<file path="config.mk">
export PLATFORM = sky130hd
export DESIGN_NAME = acm_frame_matcher
export DESIGN_NICKNAME = d
export VERILOG_FILES = /design/src/core/acm_ip_qual.v /design/src/core/acm_frame_matcher.v
export VERILOG_INCLUDE_DIRS = /design/src /design/src/core
export SDC_FILE = /design/constraint.sdc
export NUM_CORES = 1
export LEC_CHECK = 0
export ABC_AREA = 1
export BUFFER_PORTS_ARGS = -buffer_cell sky130_fd_sc_hd__buf_2
export CAP_MARGIN = 30
export CORE_AREA = 8 8 181 183
export CTS_BUF_LIST = sky130_fd_sc_hd__clkbuf_8 sky130_fd_sc_hd__clkbuf_16
export DETAILED_ROUTE_END_ITERATION = 8
export DIE_AREA = 0 0 189 191
export PLACE_DENSITY = 0.76
export SYNTH_ARGS = -nofsm -noshare
export SYNTH_HDL_FRONTEND = slang
export SYNTH_SLANG_ARGS = --single-unit
</file>
<file path="constraint.sdc">
create_clock -name clk_in -period 2 [get_ports clk_in]
set_input_delay 0.2 -clock clk_in [delete_from_list [all_inputs] [get_ports clk_in]]
set_output_delay 0.2 -clock clk_in [all_outputs]
set_load 0.005 [all_outputs]
</file>
<file path="src/core/acm_defs.vh">
// Constants shared by the access control entry frame matcher.
// Assumes it is included by bare name from the core modules.
// Function
// - Source address qualifier only for Ethernet-type/ARP entries
// - Source address any or exact 48-bit match
// - Destination qualifier: any, group, all-stations, single-station
// - Destination specific needs exact 48-bit match
// - VLAN specific matches stored ID 0..4095
// - Priority compared to stored 0..7 unless any
// - Protocol any, specific, ICMP, UDP, TCP
// - Specific protocol equals stored 8-bit value
// - TTL zero, non-zero or any
// - Fragment test: more-fragments or nonzero offset
// - Options no, yes or any
// - Source IPv4 any, host or masked network
// - Destination IPv4 same as source qualifier
// - Hold 32-bit address and mask per qualifier
// - IPv4/ARP entries match only that frame kind
// - Deny match drops frame, permit passes
`ifndef ACM_DEFS_VH
`define ACM_DEFS_VH

// ==========================================
// Frame kinds
`define ACM_KIND_ANY 2'h0
`define ACM_KIND_ETYPE 2'h1
`define ACM_KIND_ARP 2'h2
`define ACM_KIND_IPV4 2'h3

// ==========================================
// Qualifier encodings
`define ACM_ANY 1'h0
`define ACM_SPECIFIC 1'h1
`define ACM_DA_ANY 3'h0
`define ACM_DA_GROUP 3'h1
`define ACM_DA_ALL 3'h2
`define ACM_DA_SINGLE 3'h3
`define ACM_DA_SPECIFIC 3'h4
`define ACM_PROTO_ANY 3'h0
`define ACM_PROTO_SPECIFIC 3'h1
`define ACM_PROTO_ICMP 3'h2
`define ACM_PROTO_UDP 3'h3
`define ACM_PROTO_TCP 3'h4
`define ACM_TRI_ANY 2'h0
`define ACM_TRI_NO 2'h1
`define ACM_TRI_YES 2'h2
`define ACM_IP_ANY 2'h0
`define ACM_IP_HOST 2'h1
`define ACM_IP_NETWORK 2'h2

// ==========================================
// Protocol numbers and action
`define ACM_IPPROTO_ICMP 8'h01
`define ACM_IPPROTO_UDP 8'h11
`define ACM_IPPROTO_TCP 8'h06
`define ACM_ACT_PERMIT 1'h0
`define ACM_ACT_DENY 1'h1

`endif

</file>
<file path="src/core/acm_ip_qual.v">
// Address qualifier for one IPv4 address: any, host or masked network.
// Assumes inputs are stable on the clock of the instantiating module.
`timescale 1ns/1ps
`include "acm_defs.vh"

module acm_ip_qual (
  input wire [1:0] mode_in,
  input wire [31:0] stored_addr_in,
  input wire [31:0] stored_mask_in,
  input wire [31:0] frame_addr_in,
  output reg ok_out
);
  always @* begin
    case (mode_in)
      `ACM_IP_ANY: ok_out = 1'b1;
      `ACM_IP_HOST: ok_out = (frame_addr_in == stored_addr_in);
      `ACM_IP_NETWORK: ok_out =
        ((frame_addr_in & stored_mask_in) == (stored_addr_in & stored_mask_in));
      // Unused code never matches so a bad setting fails safe
      default: ok_out = 1'b0;
    endcase
  end
endmodule

</file>
<file path="src/core/acm_frame_matcher.v">
// Matches one parsed frame header against one access control entry.
// Assumes header fields arrive with a one-cycle valid strobe from logic on
// clk_in and that entry settings are static while frames are checked.
`timescale 1ns/1ps
`include "acm_defs.vh"

module acm_frame_matcher (
  input wire clk_in,
  input wire nrst_in,
  // Entry settings
  input wire [1:0] entry_kind_in,
  input wire entry_action_in,
  input wire source_hw_address_mode_in,
  input wire [47:0] source_hw_address_in,
  input wire [2:0] destination_hw_address_mode_in,
  input wire [47:0] destination_hw_address_in,
  input wire vlan_mode_in,
  input wire [11:0] vlan_id_in,
  input wire prio_mode_in,
  input wire [2:0] prio_in,
  input wire [2:0] proto_mode_in,
  input wire [7:0] proto_in,
  input wire [1:0] ttl_mode_in,
  input wire [1:0] frag_mode_in,
  input wire [1:0] opt_mode_in,
  input wire [1:0] source_ipv4_mode_in,
  input wire [31:0] source_ipv4_address_in,
  input wire [31:0] source_ipv4_mask_in,
  input wire [1:0] destination_ipv4_mode_in,
  input wire [31:0] destination_ipv4_address_in,
  input wire [31:0] destination_ipv4_mask_in,
  // Frame header
  input wire hdr_valid_in,
  input wire [1:0] hdr_kind_in,
  input wire [47:0] hdr_src_hw_in,
  input wire [47:0] hdr_dst_hw_in,
  input wire hdr_tagged_in,
  input wire [11:0] hdr_vid_in,
  input wire [2:0] hdr_prio_in,
  input wire [7:0] hdr_proto_in,
  input wire [7:0] hdr_ttl_in,
  input wire hdr_more_fragments_flag_in,
  input wire [12:0] hdr_fragment_position_field_in,
  input wire hdr_options_in,
  input wire [31:0] hdr_src_ip_in,
  input wire [31:0] hdr_dst_ip_in,
  // Result
  output reg result_valid_out,
  output reg match_out,
  output reg drop_out,
  output reg pass_out,
  output reg [2:0] proto_class_out
);

  // ==========================================
  // Entry settings latched into registers
  // Holding the settings keeps the compare path short at 125 MHz.
  reg [1:0] kind_q;
  reg act_q;
  reg sa_mode_q;
  reg [47:0] sa_q;
  reg [2:0] da_mode_q;
  reg [47:0] da_q;
  reg vlan_mode_q;
  reg [11:0] vid_q;
  reg prio_mode_q;
  reg [2:0] prio_q;
  reg [2:0] proto_mode_q;
  reg [7:0] proto_q;
  reg [1:0] ttl_mode_q;
  reg [1:0] frag_mode_q;
  reg [1:0] opt_mode_q;
  reg [1:0] sip_mode_q;
  reg [31:0] sip_q;
  reg [31:0] sip_mask_q;
  reg [1:0] dip_mode_q;
  reg [31:0] dip_q;
  reg [31:0] dip_mask_q;

  always @(posedge clk_in or negedge nrst_in) begin
    if (!nrst_in) begin
      kind_q <= `ACM_KIND_ANY;
      act_q <= `ACM_ACT_PERMIT;
      sa_mode_q <= `ACM_ANY;
      sa_q <= 48'h0;
      da_mode_q <= `ACM_DA_ANY;
      da_q <= 48'h0;
      vlan_mode_q <= `ACM_ANY;
      vid_q <= 12'h0;
      prio_mode_q <= `ACM_ANY;
      prio_q <= 3'h0;
      proto_mode_q <= `ACM_PROTO_ANY;
      proto_q <= 8'h0;
      ttl_mode_q <= `ACM_TRI_ANY;
      frag_mode_q <= `ACM_TRI_ANY;
      opt_mode_q <= `ACM_TRI_ANY;
      sip_mode_q <= `ACM_IP_ANY;
      sip_q <= 32'h0;
      sip_mask_q <= 32'h0;
      dip_mode_q <= `ACM_IP_ANY;
      dip_q <= 32'h0;
      dip_mask_q <= 32'h0;
    end else begin
      kind_q <= entry_kind_in;
      act_q <= entry_action_in;
      sa_mode_q <= source_hw_address_mode_in;
      sa_q <= source_hw_address_in;
      da_mode_q <= destination_hw_address_mode_in;
      da_q <= destination_hw_address_in;
      vlan_mode_q <= vlan_mode_in;
      vid_q <= vlan_id_in;
      prio_mode_q <= prio_mode_in;
      prio_q <= prio_in;
      proto_mode_q <= proto_mode_in;
      proto_q <= proto_in;
      ttl_mode_q <= ttl_mode_in;
      frag_mode_q <= frag_mode_in;
      opt_mode_q <= opt_mode_in;
      sip_mode_q <= source_ipv4_mode_in;
      sip_q <= source_ipv4_address_in;
      sip_mask_q <= source_ipv4_mask_in;
      dip_mode_q <= destination_ipv4_mode_in;
      dip_q <= destination_ipv4_address_in;
      dip_mask_q <= destination_ipv4_mask_in;
    end
  end

  // ==========================================
  // Layer-2 qualifiers
  reg kind_ok;
  reg sa_ok;
  reg da_ok;
  reg vlan_ok;
  reg prio_ok;
  wire da_group = hdr_dst_hw_in[40];
  wire da_all = &hdr_dst_hw_in;

  always @* begin
    // IPv4 and ARP frames never fall under an Ethernet-type entry
    case (kind_q)
      `ACM_KIND_ANY: kind_ok = 1'b1;
      `ACM_KIND_ETYPE: kind_ok = (hdr_kind_in == `ACM_KIND_ETYPE);
      `ACM_KIND_ARP: kind_ok = (hdr_kind_in == `ACM_KIND_ARP);
      `ACM_KIND_IPV4: kind_ok = (hdr_kind_in == `ACM_KIND_IPV4);
      default: kind_ok = 1'b0;
    endcase
  end

  always @* begin
    sa_ok = 1'b1;
    if ((kind_q == `ACM_KIND_ETYPE) || (kind_q == `ACM_KIND_ARP)) begin
      if (sa_mode_q == `ACM_SPECIFIC) begin
        sa_ok = (hdr_src_hw_in == sa_q);
      end
    end
  end

  always @* begin
    case (da_mode_q)
      `ACM_DA_ANY: da_ok = 1'b1;
      // Broadcast also carries the group bit, so group includes it
      `ACM_DA_GROUP: da_ok = da_group;
      `ACM_DA_ALL: da_ok = da_all;
      `ACM_DA_SINGLE: da_ok = !da_group;
      `ACM_DA_SPECIFIC: da_ok = (hdr_dst_hw_in == da_q);
      default: da_ok = 1'b0;
    endcase
  end

  always @* begin
    if (vlan_mode_q == `ACM_ANY) begin
      vlan_ok = 1'b1;
    end else begin
      vlan_ok = hdr_tagged_in && (hdr_vid_in == vid_q);
    end
    if (prio_mode_q == `ACM_ANY) begin
      prio_ok = 1'b1;
    end else begin
      prio_ok = hdr_tagged_in && (hdr_prio_in == prio_q);
    end
  end

  // ==========================================
  // IPv4 qualifiers, only meaningful for IPv4 entries
  reg proto_ok;
  reg ttl_ok;
  reg frag_ok;
  reg opt_ok;
  wire is_frag = hdr_more_fragments_flag_in || (hdr_fragment_position_field_in != 13'h0);
  wire ttl_nz = (hdr_ttl_in != 8'h0);
  wire sip_ok;
  wire dip_ok;

  always @* begin
    case (proto_mode_q)
      `ACM_PROTO_ANY: proto_ok = 1'b1;
      `ACM_PROTO_SPECIFIC: proto_ok = (hdr_proto_in == proto_q);
      `ACM_PROTO_ICMP: proto_ok = (hdr_proto_in == `ACM_IPPROTO_ICMP);
      `ACM_PROTO_UDP: proto_ok = (hdr_proto_in == `ACM_IPPROTO_UDP);
      `ACM_PROTO_TCP: proto_ok = (hdr_proto_in == `ACM_IPPROTO_TCP);
      default: proto_ok = 1'b0;
    endcase
  end

  always @* begin
    case (ttl_mode_q)
      `ACM_TRI_ANY: ttl_ok = 1'b1;
      `ACM_TRI_NO: ttl_ok = !ttl_nz;
      `ACM_TRI_YES: ttl_ok = ttl_nz;
      default: ttl_ok = 1'b0;
    endcase
    case (frag_mode_q)
      `ACM_TRI_ANY: frag_ok = 1'b1;
      `ACM_TRI_NO: frag_ok = !is_frag;
      `ACM_TRI_YES: frag_ok = is_frag;
      default: frag_ok = 1'b0;
    endcase
    case (opt_mode_q)
      `ACM_TRI_ANY: opt_ok = 1'b1;
      `ACM_TRI_NO: opt_ok = !hdr_options_in;
      `ACM_TRI_YES: opt_ok = hdr_options_in;
      default: opt_ok = 1'b0;
    endcase
  end

  acm_ip_qual u_sip (
    .mode_in(sip_mode_q),
    .stored_addr_in(sip_q),
    .stored_mask_in(sip_mask_q),
    .frame_addr_in(hdr_src_ip_in),
    .ok_out(sip_ok)
  );

  // Same comparator reused on the destination field
  acm_ip_qual u_dip (
    .mode_in(dip_mode_q),
    .stored_addr_in(dip_q),
    .stored_mask_in(dip_mask_q),
    .frame_addr_in(hdr_dst_ip_in),
    .ok_out(dip_ok)
  );

  wire ip_ok = (kind_q != `ACM_KIND_IPV4) ||
    (proto_ok && ttl_ok && frag_ok && opt_ok && sip_ok && dip_ok);

  // ==========================================
  // Verdict
  wire hit = kind_ok && sa_ok && da_ok && vlan_ok && prio_ok && ip_ok;

  always @(posedge clk_in or negedge nrst_in) begin
    if (!nrst_in) begin
      result_valid_out <= 1'b0;
      match_out <= 1'b0;
      drop_out <= 1'b0;
      pass_out <= 1'b0;
      proto_class_out <= `ACM_PROTO_ANY;
    end else begin
      result_valid_out <= hdr_valid_in;
      match_out <= hdr_valid_in && hit;
      drop_out <= hdr_valid_in && hit && (act_q == `ACM_ACT_DENY);
      pass_out <= hdr_valid_in && hit && (act_q == `ACM_ACT_PERMIT);
      // Named protocols hand their class on for the sub-qualifier stage
      if (hdr_valid_in && hit && (kind_q == `ACM_KIND_IPV4) &&
          (proto_mode_q >= `ACM_PROTO_ICMP)) begin
        proto_class_out <= proto_mode_q;
      end else begin
        proto_class_out <= `ACM_PROTO_ANY;
      end
    end
  end
endmodule

</file>
==> flow_metrics.tcl, run 1 <==
set metrics [dict create \
    syn_inst 1188 \
    clock_latency_ns 0.55 \
    die_h_um 191 \
    antenna_found_initial 13 \
    clock_sinks 276 \
    synth_top_family_by_area "simple AND/OR/NAND/NOR gates" \
    synth-edff-count 0 \
    wl_per_cell_um 18.6 \
    tightestPinTransition_ns 0.819 \
    synthMuxAreaShare 0.000899 \
    cts_tree "built" \
    clk_pin_slew_ns 0.06 \
    antenna_left 0 \
    postSynth.asyncResetShare 1.00 \
    worst-path-buf-inv 0 \
    finalSetupViolCount 0 \
    fin_crit_ns 1.92 \
    grt.overflow.total 0 \
    peakVddDrop_mv 0.639 \
    critPathArrivalTime_ns 2.40 \
    reg2reg_from "sa_q[24]" \
    yosys-top-cells-area "dfrtp_1 62%, nand2_1 12%, inv_1 6.1%" \
    via_count 11269 \
    synth_cell_types 29 \
    totalNegativeSetupSlack_ns 0 \
    critPathTopFamily "simple AND/OR/NAND/NOR gates" \
    path_max_fanout 3 \
    drive_gt1_frac 0.285 \
    fin_ws_ns 0.0786 \
    synth-simple-area-share 0.224 \
    row_count 64 \
    vias_per_cell 4.65 \
    synthToLayoutAreaGrowth_pct 61.4 \
    crit_slowest_cell "dfrtp_1" \
    port_buffers 487 \
    first_iter_violations 395 \
    grt_pass1_vias 12781 \
    grt_pass1_wl_um 66900 \
    required_ns 2.48 \
    drc 0 \
    synth_top_area_frac 0.621 \
    drv_cap 0 \
    dp_hpwl_um 29600 \
    hold_path.class "in -> async" \
    ys_ff_latch 276 \
    crit_type "reg -> reg" \
    io_pins 488 \
    initial_core_util 0.371 \
    fmax_mhz 520 \
    crit_path_end_kind "flip-flop" \
    dp_slack_ns -0.273 \
    finalCritPeriodShare 0.961 \
    status "finished, final reports clean" \
    hold_viol_final 0 \
    p_total_mw 13.4 \
    nets 2473 \
    synth_fa_ha_area_frac 0.00337 \
    synth_area_mm2 0.0111 \
    die_width_um 189 \
    root_buffer "clkbuf_16" \
    drv_slew 0 \
    ys.flop_type "dfrtp_1" \
    skew_ns 0.0166 \
    h-tree-depth 1 \
    cts_made_buffers 30 \
    worstRegToRegCells 11 \
    relSlewSlack 0.449 \
    syn_nets 1672 \
    synth_xor_area_frac 0.0803 \
    ys_warn_count 0 \
    clockBufferDepth 3 \
    dieArea_mm2 0.0361 \
    power.density_mw_per_mm2 743 \
    core_area_mm2 0.0300 \
    reg2reg_slack_ns 0.08 \
    gp_congestion 0.895 \
    routed_wl_um 45000 \
    grt_start_max_net_pins 64 \
    synth_compound_area_frac 0.00911 \
    worst_path_largest_cell_delay_ns 0.40 \
    rr_endpoint "proto_class_out[2]" \
    drtPass1Iterations 5 \
    grtUsageTotal 0.238 \
    synth_top_area_cell "dfrtp_1" \
    synth.avg_cell_area_um2 9.37 \
    crit_chain "xnor2_1, nand2_1, nor2_1, nand2_1, nor2_1, nand3_1, nand2_1, nand2_1, nor2_1, nand4_2, nor2_1" \
    seq_area_frac_synth 0.621 \
    leakage_nw 9.51 \
    start_kind "flip-flop" \
]
[kinds of logic (layout without fill, tap and decap cells)]
kind of cell,Yosys count,after routing
other,0,15
multiplexers,1,1
XOR/XNOR,102,102
adder cells (fa/ha/maj),3,3
AO/OA/AOI/OAI,18,18
buffers and inverters,184,1006
AND/OR/NAND/NOR,604,604
flip-flops,276,276
[final cells by class]
cell class | count | area [um2]
tap | 396 | 495
multi-input combinational | 728 | 3590
timing repair buffer | 769 | 5280
inverter | 184 | 691
sequential | 276 | 6910
antenna | 15 | 37.5
clock buffer | 35 | 831
fill | 2237 | 12100
clock inverter | 18 | 130
[repair_timing]
item | in CTS | in global routing
setup endpoints to repair | 4 | 6
setup buffers | 0 | 1
hold buffers | 271 | 0
resized for setup | 1 | 13
hold endpoints to repair | 352 | 0
pin swaps | 0 | 2
[metrics by stage]
step	hold slack, ns	cell area (um2)	cells	util
6_report	0.188	18000	2421	0.598
2_1_floorplan	-0.0956	11100	1188	-
3_3_place_gp	0.177	14200	2081	0.472
4_1_cts	0.172	17900	2405	0.595
3_5_place_dp	0.176	14200	2081	0.472
5_1_grt	0.209	18000	2418	0.598
[cell usage in the layout, fill, tap and decap left out, types with 2 or more instances in the layout]
master,synthesis,final
buf_2,0,486
nand2_1,361,360
dfrtp_1,276,274
dlygate4sd3_1,0,271
inv_1,182,190
nor2_1,125,122
xnor2_1,74,70
nand3_1,66,65
clkbuf_16,0,31
xor2_1,28,28
nand4_1,21,21
diode_2,0,15
or2_2,9,9
o21ai_0,8,8
clkinv_2,0,8
buf_4,0,8
nand3b_1,6,6
nor2_2,2,4
xnor2_2,0,4
nor3_1,4,4
clkbuf_8,0,4
nand2_2,3,3
ha_1,3,3
buf_12,0,3
inv_2,2,2
and3_1,2,2
a31oi_1,2,2
a21oi_1,2,2
o21bai_1,2,2
bufinv_16,0,2
dfrtp_2,0,2
[state kept, by name, indices dropped and copies added (netlist names), 3 cells and up]
name             flops
da_mode_q            3
da_q                48
dip_mask_q          32
dip_q               32
prio_q               3
proto_class_out      3
proto_mode_q         3
proto_q              8
sa_q                48
sip_mask_q          32
sip_q               32
vid_q               12
[metal layers]
layer	up-vias	track usage	share of wire
met5	-	0	0.00067
met4	4	0.162	0.071
met3	209	0.0668	0.077
met2	617	0.423	0.51
met1	5246	0.241	0.34
li1	5193	-	-
[how the worst max path moves through the flow]
stage                                            from            endpoint  slack (ns)  depth (start not counted)
finish                                       sa_q[24]  proto_class_out[2]        0.08                         11
global route                                 sip_q[8]  proto_class_out[1]       -0.06                         13
CTS                                   proto_mode_q[1]  proto_class_out[2]        0.05                         12
detailed placement  hdr_fragment_position_field_in[7]  proto_class_out[2]       -0.27                         12
global placement    hdr_fragment_position_field_in[7]  proto_class_out[2]       -0.19                         12
floorplan                                   kind_q[0]  proto_class_out[0]        0.46                         11
[synthesized netlist by cell type, drive strengths merged, types with 3 or more instances]
cell type,number
or2,10
nor2,127
xor2,28
nand3,66
nand4,22
o21ai,10
nand2,364
nor3,4
dfrtp,276
ha,3
nand3b,6
inv,184
xnor2,74
[where the power goes]
group          internal, mW  switching [mW]
logic                  1.03           0.890
registers              5.86           0.150
clock network          3.18            2.24
total                  10.1            3.28
Note: power is estimated with default switching activity, not from simulation.
==> inputs of run 2 (changes only) <==
Settings changed: GPL_TIMING_DRIVEN from default to 0, SKIP_LAST_GASP from default to 1.
==> flow_metrics.tcl, run 2 (same netlist as run 1, synthesis figures left out) <==
set metrics [dict create \
    reg_top3 "da_q x48, sa_q x48" \
    row_count 64 \
    finalSetupViolCount 0 \
    relSlewSlack 0.473 \
    port_buffers 487 \
    clk_pin_slew_ns 0.06 \
    crit_path_end_kind "flip-flop" \
    crit_chain "xnor2_1, nand2_1, nor2_1, nand2_1, nor2_1, nand2_1, nand2_1, nand2_1, nand2_2, nand2_2, nor2_4, nand4_4, nor2_1" \
    worst_path_largest_cell_delay_ns 0.41 \
    drive_gt1_frac 0.289 \
    clockBufferDepth 3 \
    crit_slowest_cell "dfrtp_1" \
    routed_wl_um 45500 \
    leakage_nw 9.52 \
    drtPass1Iterations 5 \
    dieArea_mm2 0.0361 \
    start_kind "flip-flop" \
    pwr-share-comb 0.140 \
    path_max_fanout 3 \
    synthToLayoutAreaGrowth_pct 62.5 \
    first_iter_violations 569 \
    grt_start_max_net_pins 102 \
    worstRegToRegCells 13 \
    die_width_um 189 \
    wl_per_cell_um 18.8 \
    cpMostUsedCell "nand2_1" \
    grt.overflow.total 0 \
    nFillCells 2212 \
    nets 2465 \
    core_area_mm2 0.0300 \
    fmax_mhz 531 \
    fin_crit_ns 1.88 \
    cts_tree "built" \
    drc 0 \
    totalNegativeSetupSlack_ns 0 \
    post-place-cells 2073 \
    p_seq_frac 0.436 \
    power.density_mw_per_mm2 762 \
    reg2reg_from "dip_q[14]" \
    swShare 0.242 \
    hold_viol_final 0 \
    hold_path.class "in -> async" \
    status "finished, final reports clean" \
    drv_cap 0 \
    grtUsageTotal 0.239 \
    gp_congestion 0.908 \
    root_buffer "clkbuf_16" \
    rr_endpoint "proto_class_out[0]" \
    required_ns 2.48 \
    internal_power_mw 10.5 \
    tightestPinTransition_ns 0.783 \
    finalCritPeriodShare 0.942 \
    h-tree-depth 1 \
    crit_type "reg -> reg" \
    final_cell_mix "486 x buf_2, 358 x nand2_1, 274 x dfrtp_1" \
    layout_commonest_cell "buf_2" \
    clock_latency_ns 0.57 \
    antenna_left 0 \
    clock_sinks 276 \
    drv_slew 0 \
    hold_slack_ns 0.211 \
    grt_pass1_wl_um 67600 \
    fin_ws_ns 0.115 \
    io_pins 488 \
    die_h_um 191 \
    p_sw_mw 3.33 \
    vias_per_cell 4.65 \
    reg2reg_slack_ns 0.12 \
    initial_core_util 0.371 \
    peakVddDrop_mv 0.660 \
    critPathArrivalTime_ns 2.37 \
    cts_made_buffers 30 \
    via_count 11260 \
    grt_pass1_vias 12631 \
    p_clk_frac 0.424 \
    final_cells 2419 \
    dp_slack_ns -0.347 \
    final_core_utilization 0.602 \
    skew_ns 0.0204 \
    antenna_found_initial 21 \
    dp_hpwl_um 28900 \
]
[run 2: cell count changes in the layout (fill, tap and decap cells not counted), moves of 4 or more]
cell / delta
diode_2: +7
nor2_2: +6
buf_4: -8
nor2_1: -9
clkinv_2: -4
[run 2: what timing repair did]
item / CTS / global route
pin swaps: 0 / 13
buffers inserted: 0 / 1
gates resized for setup: 6 / 31
hold buffers: 271 / 0
hold endpoints to repair: 356 / 0
endpoints found under the setup margin: 6 / 6
[run 2: worst max-delay path: cells and delay by family, from the launching register on]
| kind | cells | cell delay [ns] |
|---|---|---|
| XOR/XNOR | 1 | 0.23 |
| flip-flops | 1 | 0.41 |
| AND/OR/NAND/NOR | 12 | 1.15 |
[run 2: layout make-up]
cell class	instances	area (um2)	share of cell area
multi-input cells	728	3670	0.203
clock inverters	17	200	0.0111
repair buffers	761	5230	0.289
inverters	184	691	0.0382
clock buffers	35	831	0.0459
diodes	22	55.1	0.00304
flip-flops and latches	276	6910	0.382
well taps	396	495	0.0274
[run 2: per-layer routing]
layer  global-route usage  wire (um)
met2                0.434      23700
met4                0.131       2460
met1                0.244      15400
met3               0.0713       3870
met5                    0         32
[run 2: per-stage QoR]
stage | cell area (um2) | total power, mW
detailed placement | 14100 | 7.46
floorplan | 11100 | 6.64
finish | 18100 | 13.8
CTS | 17900 | 13.7
global placement | 14100 | 7.38
global route | 18100 | 14.3
[run 2: worst max-delay path by stage]
stage	cells past startpoint	slack (ns)	start	end
floorplan	11	0.46	kind_q[0]	proto_class_out[0]
global placement	1	-4.15	nrst_in	da_q[0]
detailed placement	11	-0.35	hdr_fragment_position_field_in[7]	pass_out
CTS	12	0.05	proto_mode_q[1]	proto_class_out[2]
global route	11	-0.04	dip_q[0]	proto_class_out[2]
finish	13	0.12	dip_q[14]	proto_class_out[0]
[run 2: power by group through the flow]
| stage | Sequential [mW] | Clock [mW] | Combinational [mW] |
|---|---|---|---|
| after floorplan | 6.06 | 0 | 0.580 |
| after global placement | 6.08 | 0 | 1.30 |
| after detailed placement | 6.09 | 0 | 1.36 |
| after CTS | 6.00 | 5.89 | 1.81 |
| after global routing | 6.03 | 6.15 | 2.10 |
| final | 6.01 | 5.84 | 1.93 |
